<file path="config.mk">
export PLATFORM = sky130hd
export DESIGN_NAME = deirq_top
export DESIGN_NICKNAME = d
export VERILOG_FILES = /design/src/core/deirq_pkg.sv /design/src/core/deirq_edge.sv /design/src/core/deirq_top.sv
export SDC_FILE = /design/constraint.sdc
export NUM_CORES = 1
export LEC_CHECK = 0
export BUFFER_PORTS_ARGS = -buffer_cell sky130_fd_sc_hd__buf_2
export CORE_MARGIN = 2
export CORE_UTILIZATION = 50
export CTS_BUF_LIST = sky130_fd_sc_hd__clkbuf_4 sky130_fd_sc_hd__clkbuf_8
export DETAILED_ROUTE_END_ITERATION = 10
export GPL_TIMING_DRIVEN = 1
export PLACE_DENSITY = 0.74
export SLEW_MARGIN = 10
export SYNTH_ARGS = -nofsm -noshare
export SYNTH_HDL_FRONTEND = slang
export SYNTH_HIERARCHICAL = 1
export SYNTH_SLANG_ARGS = --single-unit
</file>
<file path="constraint.sdc">
create_clock -name clock_i -period 2.5 [get_ports clock_i]
set_clock_uncertainty 0.1 [all_clocks]
set_input_delay 0.5 -clock clock_i [delete_from_list [all_inputs] [get_ports clock_i]]
set_output_delay 0.5 -clock clock_i [all_outputs]
set_load 0.03 [all_outputs]
</file>
<file path="src/core/deirq_pkg.sv">
// package: register map and bit layout of the display interrupt unit
package deirq_pkg;
    localparam int unsigned DATA_W       = 32;
    localparam int unsigned ADDR_W       = 20;
    // register byte offsets
    localparam logic [19:0] OFF_LIVE     = 20'h44000;
    localparam logic [19:0] OFF_MASK     = 20'h44004;
    localparam logic [19:0] OFF_IDENTITY = 20'h44008;
    localparam logic [19:0] OFF_ENABLE   = 20'h4400c;
    // reset values
    localparam logic [31:0] RST_MASK     = 32'h0fffffff;
    localparam logic [31:0] RST_IDENTITY = 32'h00000000;
    localparam logic [31:0] RST_ENABLE   = 32'h00000000;
    // field positions
    localparam int unsigned BIT_MASTER   = 31;
    localparam int unsigned BIT_SOUTH    = 21;
    localparam int unsigned BIT_FAULT    = 24;
    // bits that carry a source (30 and 19 are reserved; 31 is master only)
    localparam logic [31:0] SRC_BITS     = 32'h3ff7ffff;
    // bus read latency in cycles
    localparam int unsigned RD_LAT       = 1;
endpackage

</file>
<file path="src/core/deirq_edge.sv">
// rising-edge detector used for the level that only counts on its rise
`timescale 1ns/100ps
module deirq_edge (
    input  wire logic clock_i,   // display clock
    input  wire logic srst_i,    // sync reset
    input  wire logic level_i,   // level input, same domain
    output logic      rise_o     // one-cycle pulse on rise
);
    logic prev_q;

    always_ff @(posedge clock_i) begin
        if (srst_i) begin
            prev_q <= 1'b0;
        end else begin
            prev_q <= level_i;
        end
    end

    assign rise_o = level_i & ~prev_q;
endmodule

</file>
<file path="src/core/deirq_top.sv">
// display engine interrupt collector with live, mask, identity, enable
//
// Notes on behaviour
// RULE1: enable bit 31 is master gate; zero blocks the display interrupt.
// RULE2: cpu interrupt is OR of display, graphics and power identities.
// RULE3: bits 29..26 pulse on sprite B, sprite A, primary B, A flips.
// RULE4: bit 25 pulses on thermal/frequency event wire (earlier variant).
// RULE5: bit 24 is high while either translation fault bit is set.
// RULE6: bit 23 pulses when a poison message arrives.
// RULE7: bit 21 mirrors south display level; identity sets on rise only.
// RULE8: bit 20 pulses on aux channel A done.
// RULE9: bit 18 pulses on system level event (later variant).
// RULE10: bits 17 and 16 pulse on power-save histogram and phase-in.
// RULE11: pipe B: bit 15 during vblank, bit 11 during vsync.
// RULE12: pipe B: bit 14 even field, bit 13 odd field.
// RULE13: pipe B: bit 12 while scan line is in compare range.
// RULE14: pipe B: bit 10 crc done, 9 crc error, 8 underrun level.
// RULE15: pipe A: bit 7 during vblank, bit 3 during vsync.
// RULE16: pipe A: bits 6, 5 fields, bit 4 line compare.
// RULE17: pipe A: bit 2 crc done, 1 crc error, 0 underrun level.
// RULE18: live status reads current non-sticky source values.
// RULE19: mask one blocks recording; mask resets to 0fffffff.
// RULE20: unmasked event sets identity bit until software clears it.
// RULE21: software should not poll live status for short pulses.
// RULE22: writing one to identity bit clears it; zero leaves it.
// RULE23: disabled sources still record identity but raise no interrupt.
// RULE24: display irq is master and any enabled identity bit set.
`timescale 1ns/100ps
module deirq_top
    import deirq_pkg::*;
#(
    parameter bit EARLY_VARIANT = 1'b1   // 1: bit 25 thermal, 0: bit 18
) (
    input  wire logic              clock_i,          // display clock
    input  wire logic              srst_i,           // sync reset, high
    // register access
    input  wire logic [ADDR_W-1:0] reg_addr_i,       // byte address
    input  wire logic              reg_wr_i,         // write strobe
    input  wire logic              reg_rd_i,         // read strobe
    input  wire logic [DATA_W-1:0] reg_wdata_i,      // write data
    output logic [DATA_W-1:0]      reg_rdata_o,      // read data
    output logic                   reg_rvalid_o,     // read data valid
    // event sources, display clock domain
    input  wire logic [3:0]        flip_done_i,      // spr B,spr A,pri B,pri A
    input  wire logic              thermal_freq_event_i,  // pulse
    input  wire logic [1:0]        translation_fault_i,   // fault status bits
    input  wire logic              poison_i,         // pulse
    input  wire logic              perf_counter_i,   // pulse
    input  wire logic              aux_a_done_i,     // pulse
    input  wire logic              system_level_event_i,  // pulse
    input  wire logic              power_save_histogram_i, // pulse
    input  wire logic              power_save_phase_in_i,  // pulse
    input  wire logic [1:0]        pipe_vblank_i,    // [1]=B [0]=A level
    input  wire logic [1:0]        pipe_even_i,      // even field level
    input  wire logic [1:0]        pipe_odd_i,       // odd field level
    input  wire logic [1:0]        pipe_line_cmp_i,  // line compare level
    input  wire logic [1:0]        pipe_vsync_i,     // vsync level
    input  wire logic [1:0]        pipe_crc_done_i,  // crc done pulse
    input  wire logic [1:0]        pipe_crc_err_i,   // crc error pulse
    input  wire logic [1:0]        pipe_underrun_i,  // underrun level
    // south display interrupt arrives from another chip
    input  wire logic              south_display_irq_i, // async level
    // other engines
    input  wire logic              graphics_identity_vector_i, // any set
    input  wire logic              power_identity_vector_i,    // any set
    output logic                   display_irq_o,    // display-only irq
    output logic                   cpu_irq_o         // combined cpu irq
);
    logic [31:0] mask_q;
    logic [31:0] ident_q;
    logic [31:0] enable_q;
    logic [31:0] live;
    logic [31:0] record;
    logic        south_meta_q;
    logic        south_sync_q;
    logic        south_rise;
    logic        wr_mask;
    logic        wr_ident;
    logic        wr_enable;

    function automatic logic hit(input logic [ADDR_W-1:0] a,
                                 input logic [19:0]       off);
        return a == off;
    endfunction

    // south level crosses in from outside; two flops before any use
    always_ff @(posedge clock_i) begin
        if (srst_i) begin
            south_meta_q <= 1'b0;
            south_sync_q <= 1'b0;
        end else begin
            south_meta_q <= south_display_irq_i;
            south_sync_q <= south_meta_q;
        end
    end

    deirq_edge u_south_edge (
        .clock_i (clock_i),
        .srst_i  (srst_i),
        .level_i (south_sync_q),
        .rise_o  (south_rise)
    );

    // live source vector
    always_comb begin
        live         = '0;
        live[29:26]  = flip_done_i;                            // [RULE3]
        live[25]     = EARLY_VARIANT & thermal_freq_event_i;   // [RULE4]
        live[24]     = |translation_fault_i;                   // [RULE5]
        live[23]     = poison_i;                               // [RULE6]
        live[22]     = perf_counter_i;
        live[21]     = south_sync_q;                           // [RULE7]
        live[20]     = aux_a_done_i;                           // [RULE8]
        live[18]     = ~EARLY_VARIANT & system_level_event_i;  // [RULE9]
        live[17]     = power_save_histogram_i;                 // [RULE10]
        live[16]     = power_save_phase_in_i;                  // [RULE10]
        live[15]     = pipe_vblank_i[1];                       // [RULE11]
        live[11]     = pipe_vsync_i[1];                        // [RULE11]
        live[14]     = pipe_even_i[1];                         // [RULE12]
        live[13]     = pipe_odd_i[1];                          // [RULE12]
        live[12]     = pipe_line_cmp_i[1];                     // [RULE13]
        live[10]     = pipe_crc_done_i[1];                     // [RULE14]
        live[9]      = pipe_crc_err_i[1];                      // [RULE14]
        live[8]      = pipe_underrun_i[1];                     // [RULE14]
        live[7]      = pipe_vblank_i[0];                       // [RULE15]
        live[3]      = pipe_vsync_i[0];                        // [RULE15]
        live[6]      = pipe_even_i[0];                         // [RULE16]
        live[5]      = pipe_odd_i[0];                          // [RULE16]
        live[4]      = pipe_line_cmp_i[0];                     // [RULE16]
        live[2]      = pipe_crc_done_i[0];                     // [RULE17]
        live[1]      = pipe_crc_err_i[0];                      // [RULE17]
        live[0]      = pipe_underrun_i[0];                     // [RULE17]
    end

    // events that may be recorded: south counts on its rise only
    always_comb begin
        record          = live & ~mask_q & SRC_BITS;           // [RULE19]
        record[BIT_SOUTH] = south_rise & ~mask_q[BIT_SOUTH];   // [RULE7]
    end

    assign wr_mask   = reg_wr_i & hit(reg_addr_i, OFF_MASK);
    assign wr_ident  = reg_wr_i & hit(reg_addr_i, OFF_IDENTITY);
    assign wr_enable = reg_wr_i & hit(reg_addr_i, OFF_ENABLE);

    always_ff @(posedge clock_i) begin
        if (srst_i) begin
            mask_q <= RST_MASK;                                // [RULE19]
        end else if (wr_mask) begin
            mask_q <= reg_wdata_i;
        end
    end

    always_ff @(posedge clock_i) begin
        if (srst_i) begin
            enable_q <= RST_ENABLE;
        end else if (wr_enable) begin
            enable_q <= reg_wdata_i;
        end
    end

    // sticky identity; a new event wins over a same-cycle clear
    always_ff @(posedge clock_i) begin
        if (srst_i) begin
            ident_q <= RST_IDENTITY;
        end else begin
            ident_q <= ((wr_ident ? ident_q & ~reg_wdata_i : ident_q)
                        | record) & SRC_BITS;       // [RULE20] [RULE22]
        end
    end

    // disabled bits stay recorded but are kept off the output
    always_ff @(posedge clock_i) begin
        if (srst_i) begin
            display_irq_o <= 1'b0;
            cpu_irq_o     <= 1'b0;
        end else begin
            display_irq_o <= enable_q[BIT_MASTER] &
                             |(ident_q & enable_q & SRC_BITS);
                             // [RULE1] [RULE23] [RULE24]
            cpu_irq_o     <= (enable_q[BIT_MASTER] &
                              |(ident_q & enable_q & SRC_BITS)) |
                             graphics_identity_vector_i |
                             power_identity_vector_i;          // [RULE2]
        end
    end

    // reads: one cycle latency; unmapped addresses return zero
    always_ff @(posedge clock_i) begin
        if (srst_i) begin
            reg_rdata_o  <= '0;
            reg_rvalid_o <= 1'b0;
        end else begin
            reg_rvalid_o <= reg_rd_i;
            if (!reg_rd_i) begin
                reg_rdata_o <= '0;
            end else if (hit(reg_addr_i, OFF_LIVE)) begin
                reg_rdata_o <= live;                           // [RULE18]
            end else if (hit(reg_addr_i, OFF_MASK)) begin
                reg_rdata_o <= mask_q;
            end else if (hit(reg_addr_i, OFF_IDENTITY)) begin
                reg_rdata_o <= ident_q;
            end else if (hit(reg_addr_i, OFF_ENABLE)) begin
                reg_rdata_o <= enable_q;
            end else begin
                reg_rdata_o <= '0;
            end
        end
    end
endmodule

</file>
==> results of run 1 <==
==> per-layer routing <==
metal  GRT usage (%)  vias to the layer above  routed length, um
met5               0                        -                  0
met4            11.2                        0                434
met3            6.41                       47               1630
met2            47.5                      308               7960
met1            36.2                     2487               6610
li1                -                     2520                  -
==> cells in the mapped netlist (2+ instances only) <==
cell type	number	share of area, %
nor3_2	3	0.53
a221oi_1	3	0.47
nor2_1	41	2.7
a22oi_1	7	0.94
nand2b_1	2	0.22
nand3_1	3	0.27
a22o_1	3	0.47
a21oi_1	87	7.8
o21ai_0	27	2.4
clkbuf_1	31	2.1
o41ai_1	17	2.7
and3_1	2	0.22
nand2_1	122	8.2
buf_2	7	0.62
nor2b_4	2	0.49
nand4_1	3	0.33
mux2i_1	35	6.2
buf_6	3	0.60
o41ai_2	10	2.9
nor3_1	28	2.5
nor2b_1	59	6.6
nor4_2	2	0.45
inv_1	4	0.27
o311a_1	2	0.36
dfxtp_1	131	47
==> cells by family after synthesis <==
| family | Yosys count | share of synthesized area [%] |
|---|---|---|
| AOI/OAI and AO/OA | 160 | 18.5 |
| buffers and inverters | 46 | 3.63 |
| DFF | 131 | 46.7 |
| and+or+nand+nor | 277 | 24.5 |
| muxes | 36 | 6.64 |
==> critical path: stages <==
cell and delay [ns]:
buf_2 0.11, nor4b_4 0.33, and4_1 0.28, nand4b_2 0.14
buf_12 0.21, o41ai_1 0.58
==> per-stage QoR <==
step / hold slack (ns) / util [%] / instances / power (uW)
2_1_floorplan: 0.314 / - / 650 / 2260
3_3_place_gp: 0.333 / 59.7 / 894 / 2400
3_5_place_dp: 0.339 / 59.7 / 894 / 2400
4_1_cts: 0.131 / 63.3 / 924 / 4150
5_1_grt: 0.153 / 63.3 / 924 / 4250
6_report: 0.147 / 63.3 / 924 / 4140
==> sequential cells by signal (all words and copies together) (netlist names), 29 cells and up <==
signal       flops
enable_q        32
mask_q          32
reg_rdata_o     32
ident_q         29
==> how the worst max path moves through the flow <==
stage,depth (start not counted),end,start
after floorplan,6,mask_q[10],reg_addr_i[19]
final,6,reg_rdata_o[5],reg_addr_i[19]
after global placement,6,reg_rdata_o[5],reg_addr_i[19]
after CTS,6,reg_rdata_o[5],reg_addr_i[19]
after detailed placement,7,mask_q[7],reg_addr_i[19]
after global routing,7,mask_q[9],reg_addr_i[1]
==> power by group through the flow <==
stage,registers [uW],logic [uW],clock network (uW)
after floorplan,2150,115,0
after global placement,2140,254,0
after detailed placement,2140,260,0
after CTS,2100,261,1790
after global routing,2090,285,1870
final,2100,267,1780
==> cell type report <==
cell class	count	area, um2
Sequential cell	131	2620
Multi-Input combinational cell	473	2810
Tap cell	140	175
Timing Repair Buffer	146	881
Inverter	4	15.0
Clock inverter	9	106
Fill cell	927	4000
Clock buffer	21	283
==> qor.yml, run 1 <==
outcome:
  status: "finished clean"
worst_hold_path:
  holdPathStages: 3
  worstHoldStart: "pipe_line_cmp_i[0]"
  hp-class: "input pin to flop"
  min_to: "reg_rdata_o[4]"
timing:
  hold_violations: 0
  tightest_slew_ns: 0.532
  slew_headroom_pct: 64.1
  max_freq_mhz: 511
  finalSetupTns_ns: 0
  rsz0062_at_grt: "false"
  report.final.slew_viol_count: 0
  fin_ws_ns: 0.541
  period_share_pct: 78.3
  period_needed_ns: 1.96
  setup_violations: 0
synthesis:
  yosysSeqAreaShare_pct: 46.7
  netlist_instances: 650
  ys.flop_type: "dfxtp_1"
  synth_edf_count: 0
  synth_cell_type_count: 41
  postSynth.asyncResetShare_pct: 0
  synth.cell_area_um2: 5620
  syn_nets: 738
  yosys_warnings: 6
  ys_seq_elements: 131
  syn_avg_cell_area_um2: 8.64
clocking:
  cts_buffers: 17
  clockRootBuffer: "clkbuf_8"
  cts_sinks: 131
  cts_tree: "built"
  clockBufferDepth: 2
  cts_setup_buffers: 0
  ctsHoldBuffers: 0
  cts_resized: 0
  path_clk_slew_ns: 0.08
  clock_latency_ns: 0.46
  htreeDepth: 4
global_route:
  grt_pass1_wl_mm: 26.0
  overflow: 0
  grt_max_degree: 41
  grt.total_usage_pct: 28.6
  grt_pass1_vias: 5153
  antenna_found_initial: 0
run:
  cap_violations: 0
die:
  core-area_um2: 10900
  num_io_pins: 123
  die_x_um: 110
  dieArea_um2: 12100
  num_rows: 38
  fp.dieH_um: 110
  start_util_pct: 51.6
route:
  vias: 5362
  antenna_left: 0
  drc: 0
  dr.first_iter.drc_count: 502
  wl_per_cell_um: 18.0
  wl_mm: 16.6
  drt_pre_antenna_iters: 5
  viasPerCell: 5.80
setup_path:
  reg2reg_depth: 5
  critPathLaunchType: "input pin"
  criticalPathCategory: "input pin to flop"
  timing.rr.end: "cpu_irq_o"
  reg2reg_setup_slack_ns: 0.73
  critPathMaxFanout: 28
  worstReg2RegStart: "ident_q[10]"
  worstSetupEndpointType: "flop"
  cp.required_ns: 2.70
  arrival_ns: 2.15
power_and_ir_drop:
  p_int_uw: 3160
  combPwrFrac_pct: 6.4
  p_sw_share_pct: 23.7
  pwr-share-clk_pct: 42.9
  ir_worst_vdd_mv: 0.305
  p_per_area_nw_per_um2: 600
  p_sw_uw: 980
  power_frac_seq_pct: 50.6
  cellLeakagePower_uw: 0.00281
finish:
  final_cell_mix: "dfxtp_1 (131), nand2_1 (122), buf_2 (121), a21oi_1 (87), nor2b_1 (59)"
  drive_gt1_share_pct: 25.4
  diodes: 0
  final_common_cell: "dfxtp_1"
  fin_area_um2: 6890
  layout.nets: 861
  syn2layout_area_growth_pct: 22.7
placed_design:
  portBuffers: 121
  gp_congestion: 0.889
  hpwl_mm: 10.9
  post-place-ws_ns: 0.142
  post_dp_cell_area_um2: 6500
(Power assumes the default switching activity.)
==> run 2: changes to the inputs <==
Settings changed: ABC_AREA set to 1, PLACE_DENSITY 0.74 to 0.76.
Clock period 2.5 ns to 1.6 ns, I/O delays scaled along.
==> run 2 against run 1 <==
Synthesized area is 9.6% higher. Count of clock-buffer cells in the layout is 2 higher. Non-clock buffer count is 79 higher. Power is 68% higher. Critical path depth is 1 higher. Highest routed layer unchanged. Combinational power is 90% higher. Critical endpoint is now cpu_irq_o. Setup slack worse by 0.48 ns.
==> qor.yml, run 2 <==
outcome:
  status: "finished clean"
synthesis:
  ys.flop_type: "dfxtp_1"
  ys_seq_elements: 131  # unchanged
  synth_most_common_cell: "nand2_1"
  yosysTopAreaCell: "dfxtp_1"
  postSynth.asyncResetShare_pct: 0  # unchanged
  synth_edf_count: 0  # unchanged
  synth_cell_type_count: 24  # -41%
  syn_avg_cell_area_um2: 6.93  # -20%
  netlist_instances: 888  # +37%
  synth.cell_area_um2: 6150  # +9.6%
  synth.area.top_cells: "dfxtp_1 (43%), nand2_1 (15%), nand4_1 (9.1%), nor2_1 (7.1%), a21oi_1 (5.1%)"
  yosysSeqAreaShare_pct: 42.6  # -4.1 points
  syn_nets: 976  # +32%
  synth_top_area_share_pct: 42.6  # -4.1 points
  synthTopCellsByCount: "nand2_1 (247), dfxtp_1 (131), nor2_1 (116)"
  yosys_warnings: 6  # unchanged
clocking:
  htreeDepth: 4  # unchanged
  clockBufferDepth: 2  # unchanged
  cts_buffers: 17  # unchanged
  clockRootBuffer: "clkbuf_8"
  cts_setup_buffers: 0  # unchanged
  clock_latency_ns: 0.46  # about the same
  path_clk_slew_ns: 0.08  # about the same
  cts_tree: "built"
  cts_sinks: 131  # unchanged
setup_path:
  worstReg2RegStart: "ident_q[1]"
  reg2reg_setup_slack_ns: 0.06  # -0.67 ns
  cp.required_ns: 1.85  # -0.85 ns
  path_common_cell: "nand2_1"
  critPathTopFamily: "simple AND/OR/NAND/NOR gates"
  timing.rr.end: "cpu_irq_o"
  path_depth: 7  # +1
  cp_num_buf_inv: 0  # -2
  arrival_ns: 1.78  # -0.37 ns
  slowest_delay_ns: 0.34  # -0.24 ns
  critPathLaunchType: "flop"
  crit_chain: "nand2_1, nand4_1, or2_2, nor2_1, nand2_1, nand2_1, nand2_1"
  reg2reg_depth: 7  # +2
  critPathMaxFanout: 3  # -89%
  worstSetupEndpointType: "flop"
  crit_slowest_cell: "dfxtp_1"
  criticalPathCategory: "flop to flop"
placed_design:
  portBuffers: 121  # unchanged
  numPlacedInstances: 1140  # +28%
  post-place-ws_ns: -0.281  # -0.422 ns
  gp_congestion: 0.856  # -3.8%
  hpwl_mm: 11.2  # +2.8%
timing:
  slew_headroom_pct: 70.7  # +6.6 points
  max_freq_mhz: 651
  rsz0062_at_grt: "false"
  setup_violations: 0  # unchanged
  hold_violations: 0  # unchanged
  hold-worst-slack_ns: 0.0298  # -0.117 ns
  period_share_pct: 96.0
  fin_ws_ns: 0.0633  # -0.478 ns
  report.final.slew_viol_count: 0  # unchanged
  period_needed_ns: 1.54
  tightest_slew_ns: 0.440  # -0.0919 ns
die:
  start_util_pct: 51.2  # -0.35 points
  num_io_pins: 123  # unchanged
  core-area_um2: 12000  # +10%
  num_rows: 40  # +5.3%
  die_x_um: 115  # +4.5%
  fp.dieH_um: 115  # +4.5%
  dieArea_um2: 13200  # +9.2%
finish:
  layout.nets: 1155  # +34%
  final_common_cell: "nand2_1"
  largest_registers: "enable_q x32, mask_q x32, reg_rdata_o x32"
  fin_cells: 1228  # +33%
  fin_util_pct: 67.9  # +4.6 points
  syn2layout_area_growth_pct: 32.4
  final_cell_mix: "nand2_1 (247), dfxtp_1 (131), buf_2 (121), nor2_1 (116), nand4_1 (90)"
  drive_gt1_share_pct: 20.6  # -4.7 points
power_and_ir_drop:
  cellLeakagePower_uw: 0.00393  # +39%
  p_per_area_nw_per_um2: 853  # +42%
  ir_worst_vdd_mv: 0.587  # +93%
route:
  wl_mm: 17.8  # +6.7%
  dr.first_iter.drc_count: 568  # +13%
  antenna_left: 0  # unchanged
  viasPerCell: 5.34  # -7.9%
  wl_per_cell_um: 14.5  # -20%
  vias: 6562  # +22%
  drc: 0  # unchanged
  drt_pre_antenna_iters: 7  # +2
global_route:
  antenna_found_initial: 0  # unchanged
  overflow: 0  # unchanged
  grt_max_degree: 66  # +61%
  grt.total_usage_pct: 27.9  # -0.69 points
  grt_pass1_vias: 6136  # +19%
  grt_pass1_wl_mm: 29.3  # +13%
worst_hold_path:
  min_to: "mask_q[24]"
  hp-class: "input pin to flop"
  holdPathStages: 3  # unchanged
  worstHoldStart: "reg_wdata_i[24]"
run:
  cap_violations: 0  # unchanged
[run 2: cell families (layout without fill, tap and decap cells)]
family | count (synthesis) | in the layout | synth area share, %
AND/OR/NAND/NOR | 532 | 532 | 39.5
flip-flops | 131 | 131 | 42.6
other | 0 | 1 | 0
buffers and inverters | 122 | 314 | 9.35
AO/OA/AOI/OAI | 103 | 103 | 8.50
[run 2: timing repair]
item,CTS,global route
endpoints found under the setup margin,0,2
endpoints found under the hold margin,55,0
gates resized for setup,0,1
hold buffers,55,0
[run 2: metrics by stage]
stage | power (uW) | TNS [ns] | cell area, um2
final | 6950 | 0 | 8150
after global routing | 7180 | 0 | 8150
after CTS | 6980 | 0 | 8140
after detailed placement | 3740 | -23.82 | 7140
after global placement | 3730 | -23.13 | 7140
after floorplan | 3520 | 0 | 6150
[run 2: metal layers]
| metal | part of all wire [%] | global-route usage [%] | wire length (um) |
|---|---|---|---|
| met1 | 44 | 36.5 | 7870 |
| met4 | 1.5 | 9.56 | 263 |
| met2 | 46 | 45.2 | 8250 |
| met3 | 7.8 | 7.12 | 1380 |
| met5 | 0 | 0 | 0 |
[run 2: how the worst max path moves through the flow]
stage	from	end	slack, ns
floorplan	reg_addr_i[1]	reg_rdata_o[0]	0.07
global placement	reg_addr_i[1]	enable_q[31]	-0.24
detailed placement	reg_addr_i[17]	reg_rdata_o[10]	-0.28
CTS	ident_q[3]	cpu_irq_o	0.1
global route	reg_addr_i[1]	enable_q[27]	0.02
finish	ident_q[1]	cpu_irq_o	0.06
[run 2: power breakdown]
group	switching (uW)	internal [uW]	total, uW
Sequential	4.11	3270	3270
Clock	1280	1890	3170
Combinational	267	239	506
[run 2: worst register-to-register path: stages, from the launching register on]
cell     delay [ns]
dfxtp_1        0.34
nand2_1        0.07
nand4_1        0.10
or2_2          0.32
nor2_1         0.19
nand2_1        0.15
nand2_1        0.11
nand2_1        0.05
[run 2: cell type report]
type                       count  area (um2)
timing repair buffer         225        1720
sequential                   131        2620
clock inverter                 9         150
clock buffer                  23         304
tap                          147         184
multi-input combinational    635        2960
fill                        1011        3860
antenna                        1        2.50
inverter                      57         214
==> run 3: changes to the inputs <==
Settings changed: MAX_ROUTING_LAYER set to met4.
==> run 3 against run 2 <==
Sequential share of layout area stayed put. Clock power hardly changed. Hold slack better by 0.010 ns. Via count is 0.62% higher. Power is essentially flat. Wire length rose by 0.24%. Setup slack got worse by 0.0079 ns. Non-clock buffer count unchanged. Global-route usage is 0.78 points higher.
==> qor.yml, run 3 (synthesis gave the netlist of run 2 again) <==
outcome:
  status: "finished clean"
finish:
  ff_latch_area_um2: 2620  # unchanged
  multi_input_area_um2: 2960  # unchanged
  fillers: 1011  # unchanged
  final_common_cell: "nand2_1"
  fin_cells: 1228  # unchanged
  syn2layout_area_growth_pct: 32.4  # unchanged
  final_cell_mix: "nand2_1 (247), dfxtp_1 (131), buf_2 (121), nor2_1 (116), nand4_1 (90)"
  layout.nets: 1155  # unchanged
  largest_registers: "enable_q x32, mask_q x32, reg_rdata_o x32"
  fin_util_pct: 67.9  # unchanged
  drive_gt1_share_pct: 20.6  # unchanged
placed_design:
  hpwl_mm: 11.2  # unchanged
  gp_congestion: 0.870  # +1.6%
  portBuffers: 121  # unchanged
  numPlacedInstances: 1140  # unchanged
  post-place-ws_ns: -0.281  # unchanged
worst_hold_path:
  hp-class: "input pin to flop"
clocking:
  path_clk_slew_ns: 0.08  # about the same
  cts_tree: "built"
  cts_setup_buffers: 0  # unchanged
  cts_sinks: 131  # unchanged
  cts_buffers: 17  # unchanged
  clockBufferDepth: 2  # unchanged
  clock_latency_ns: 0.46  # about the same
  clockRootBuffer: "clkbuf_8"
  htreeDepth: 4  # unchanged
timing:
  slew_headroom_pct: 70.8  # +0.096 points
  period_needed_ns: 1.54  # +0.00785 ns
  hold-worst-slack_ns: 0.0397  # +0.00995 ns
  hold_violations: 0  # unchanged
  period_share_pct: 96.5  # +0.49 points
  tightest_slew_ns: 0.438  # -0.00144 ns
  rsz0062_at_grt: "false"
  max_freq_mhz: 647  # -0.51%
  report.final.slew_viol_count: 0  # unchanged
  setup_violations: 0  # unchanged
  fin_ws_ns: 0.0555  # -0.00785 ns
route:
  drc: 0  # unchanged
  wl_per_cell_um: 14.5  # +0.24%
  viasPerCell: 5.38  # +0.62%
  wl_mm: 17.8  # +0.24%
  drt_pre_antenna_iters: 6  # -1
  vias: 6603  # +0.62%
  antenna_left: 0  # unchanged
  dr.first_iter.drc_count: 603  # +6.2%
power_and_ir_drop:
  finalPower_uw: 6950  # about the same
  ir_worst_vdd_mv: 0.585  # -0.29%
  cellLeakagePower_uw: 0.00393  # unchanged
  p_per_area_nw_per_um2: 853  # about the same
global_route:
  met2_usage_pct: 45.3  # +0.12 points
  top_usage_layer: "met2"
  antenna_found_initial: 0  # unchanged
  grt_max_degree: 66  # unchanged
  use_met3_pct: 6.27  # -0.84 points
  overflow: 0  # unchanged
  grt_pass1_vias: 6130  # -0.098%
  grt.total_usage_pct: 28.7  # +0.78 points
  met1_usage_pct: 36.4  # -0.099 points
  grt_pass1_wl_mm: 29.3  # unchanged
run:
  cap_violations: 0  # unchanged
setup_path:
  critPathMaxFanout: 3  # unchanged
  arrival_ns: 1.79  # about the same
  criticalPathCategory: "flop to flop"
  cp.required_ns: 1.84  # about the same
  critPathLaunchType: "flop"
  worstSetupEndpointType: "flop"
die:
  num_io_pins: 123  # unchanged
  start_util_pct: 51.2  # unchanged
  core-area_um2: 12000  # unchanged
  num_rows: 40  # unchanged
  fp.dieH_um: 115  # unchanged
  dieArea_um2: 13200  # unchanged
  die_x_um: 115  # unchanged
==> run 3: path summary, 6_finish.rpt <==
kind                                      start      endpoint  slack (ns)  cells past startpoint
worst min-delay path            reg_wdata_i[30]  enable_q[30]        0.04                      3
worst max register to register       ident_q[4]     cpu_irq_o        0.06                      7
worst max-delay path                 ident_q[4]     cpu_irq_o        0.06                      7
worst min register to register     south_meta_q  south_sync_q        0.31                      2
==> run 3: critical path: stages, from the launching register on <==
cell     delay, ns
dfxtp_1       0.33
nand2_1       0.08
nand4_1       0.12
or2_2         0.31
nor2_1        0.20
nand2_1       0.15
nand2_1       0.11
nand2_1       0.05
==> run 3: metal layers <==
layer | share of wire [%] | routed length, um | up-vias
met1 | 44 | 7900 | 3019
met3 | 7.4 | 1320 | 28
met5 | 0 | 0 | -
met2 | 47 | 8320 | 270
met4 | 1.5 | 265 | 0
li1 | - | - | 3286
==> run 3: stage by stage <==
stage / area [um2] / TNS [ns]
2_1_floorplan: 6150 / 0
3_3_place_gp: 7140 / -23.13
3_5_place_dp: 7140 / -23.82
4_1_cts: 8140 / 0
5_1_grt: 8150 / 0
6_report: 8150 / 0
==> run 3: where the power goes <==
group          switching, uW  leakage [uW]  internal [uW]
logic                    268       0.00264            239
registers               4.05       0.00106           3270
clock network           1280      0.000229           1890
==> run 3: area by class of cell <==
class                      instances  area share [%]
antenna                            1          0.0307
multi-input combinational        635            36.3
clock inverter                     9            1.84
clock buffer                      23            3.73
tap                              147            2.26
timing repair buffer             225            21.0
inverter                          57            2.63
sequential                       131            32.2
==> run 3: timing repair <==
item,4_1_cts,5_1_grt
gates resized for setup,0,1
endpoints found under the hold margin,55,0
setup endpoints to repair,0,5
hold buffers,55,0
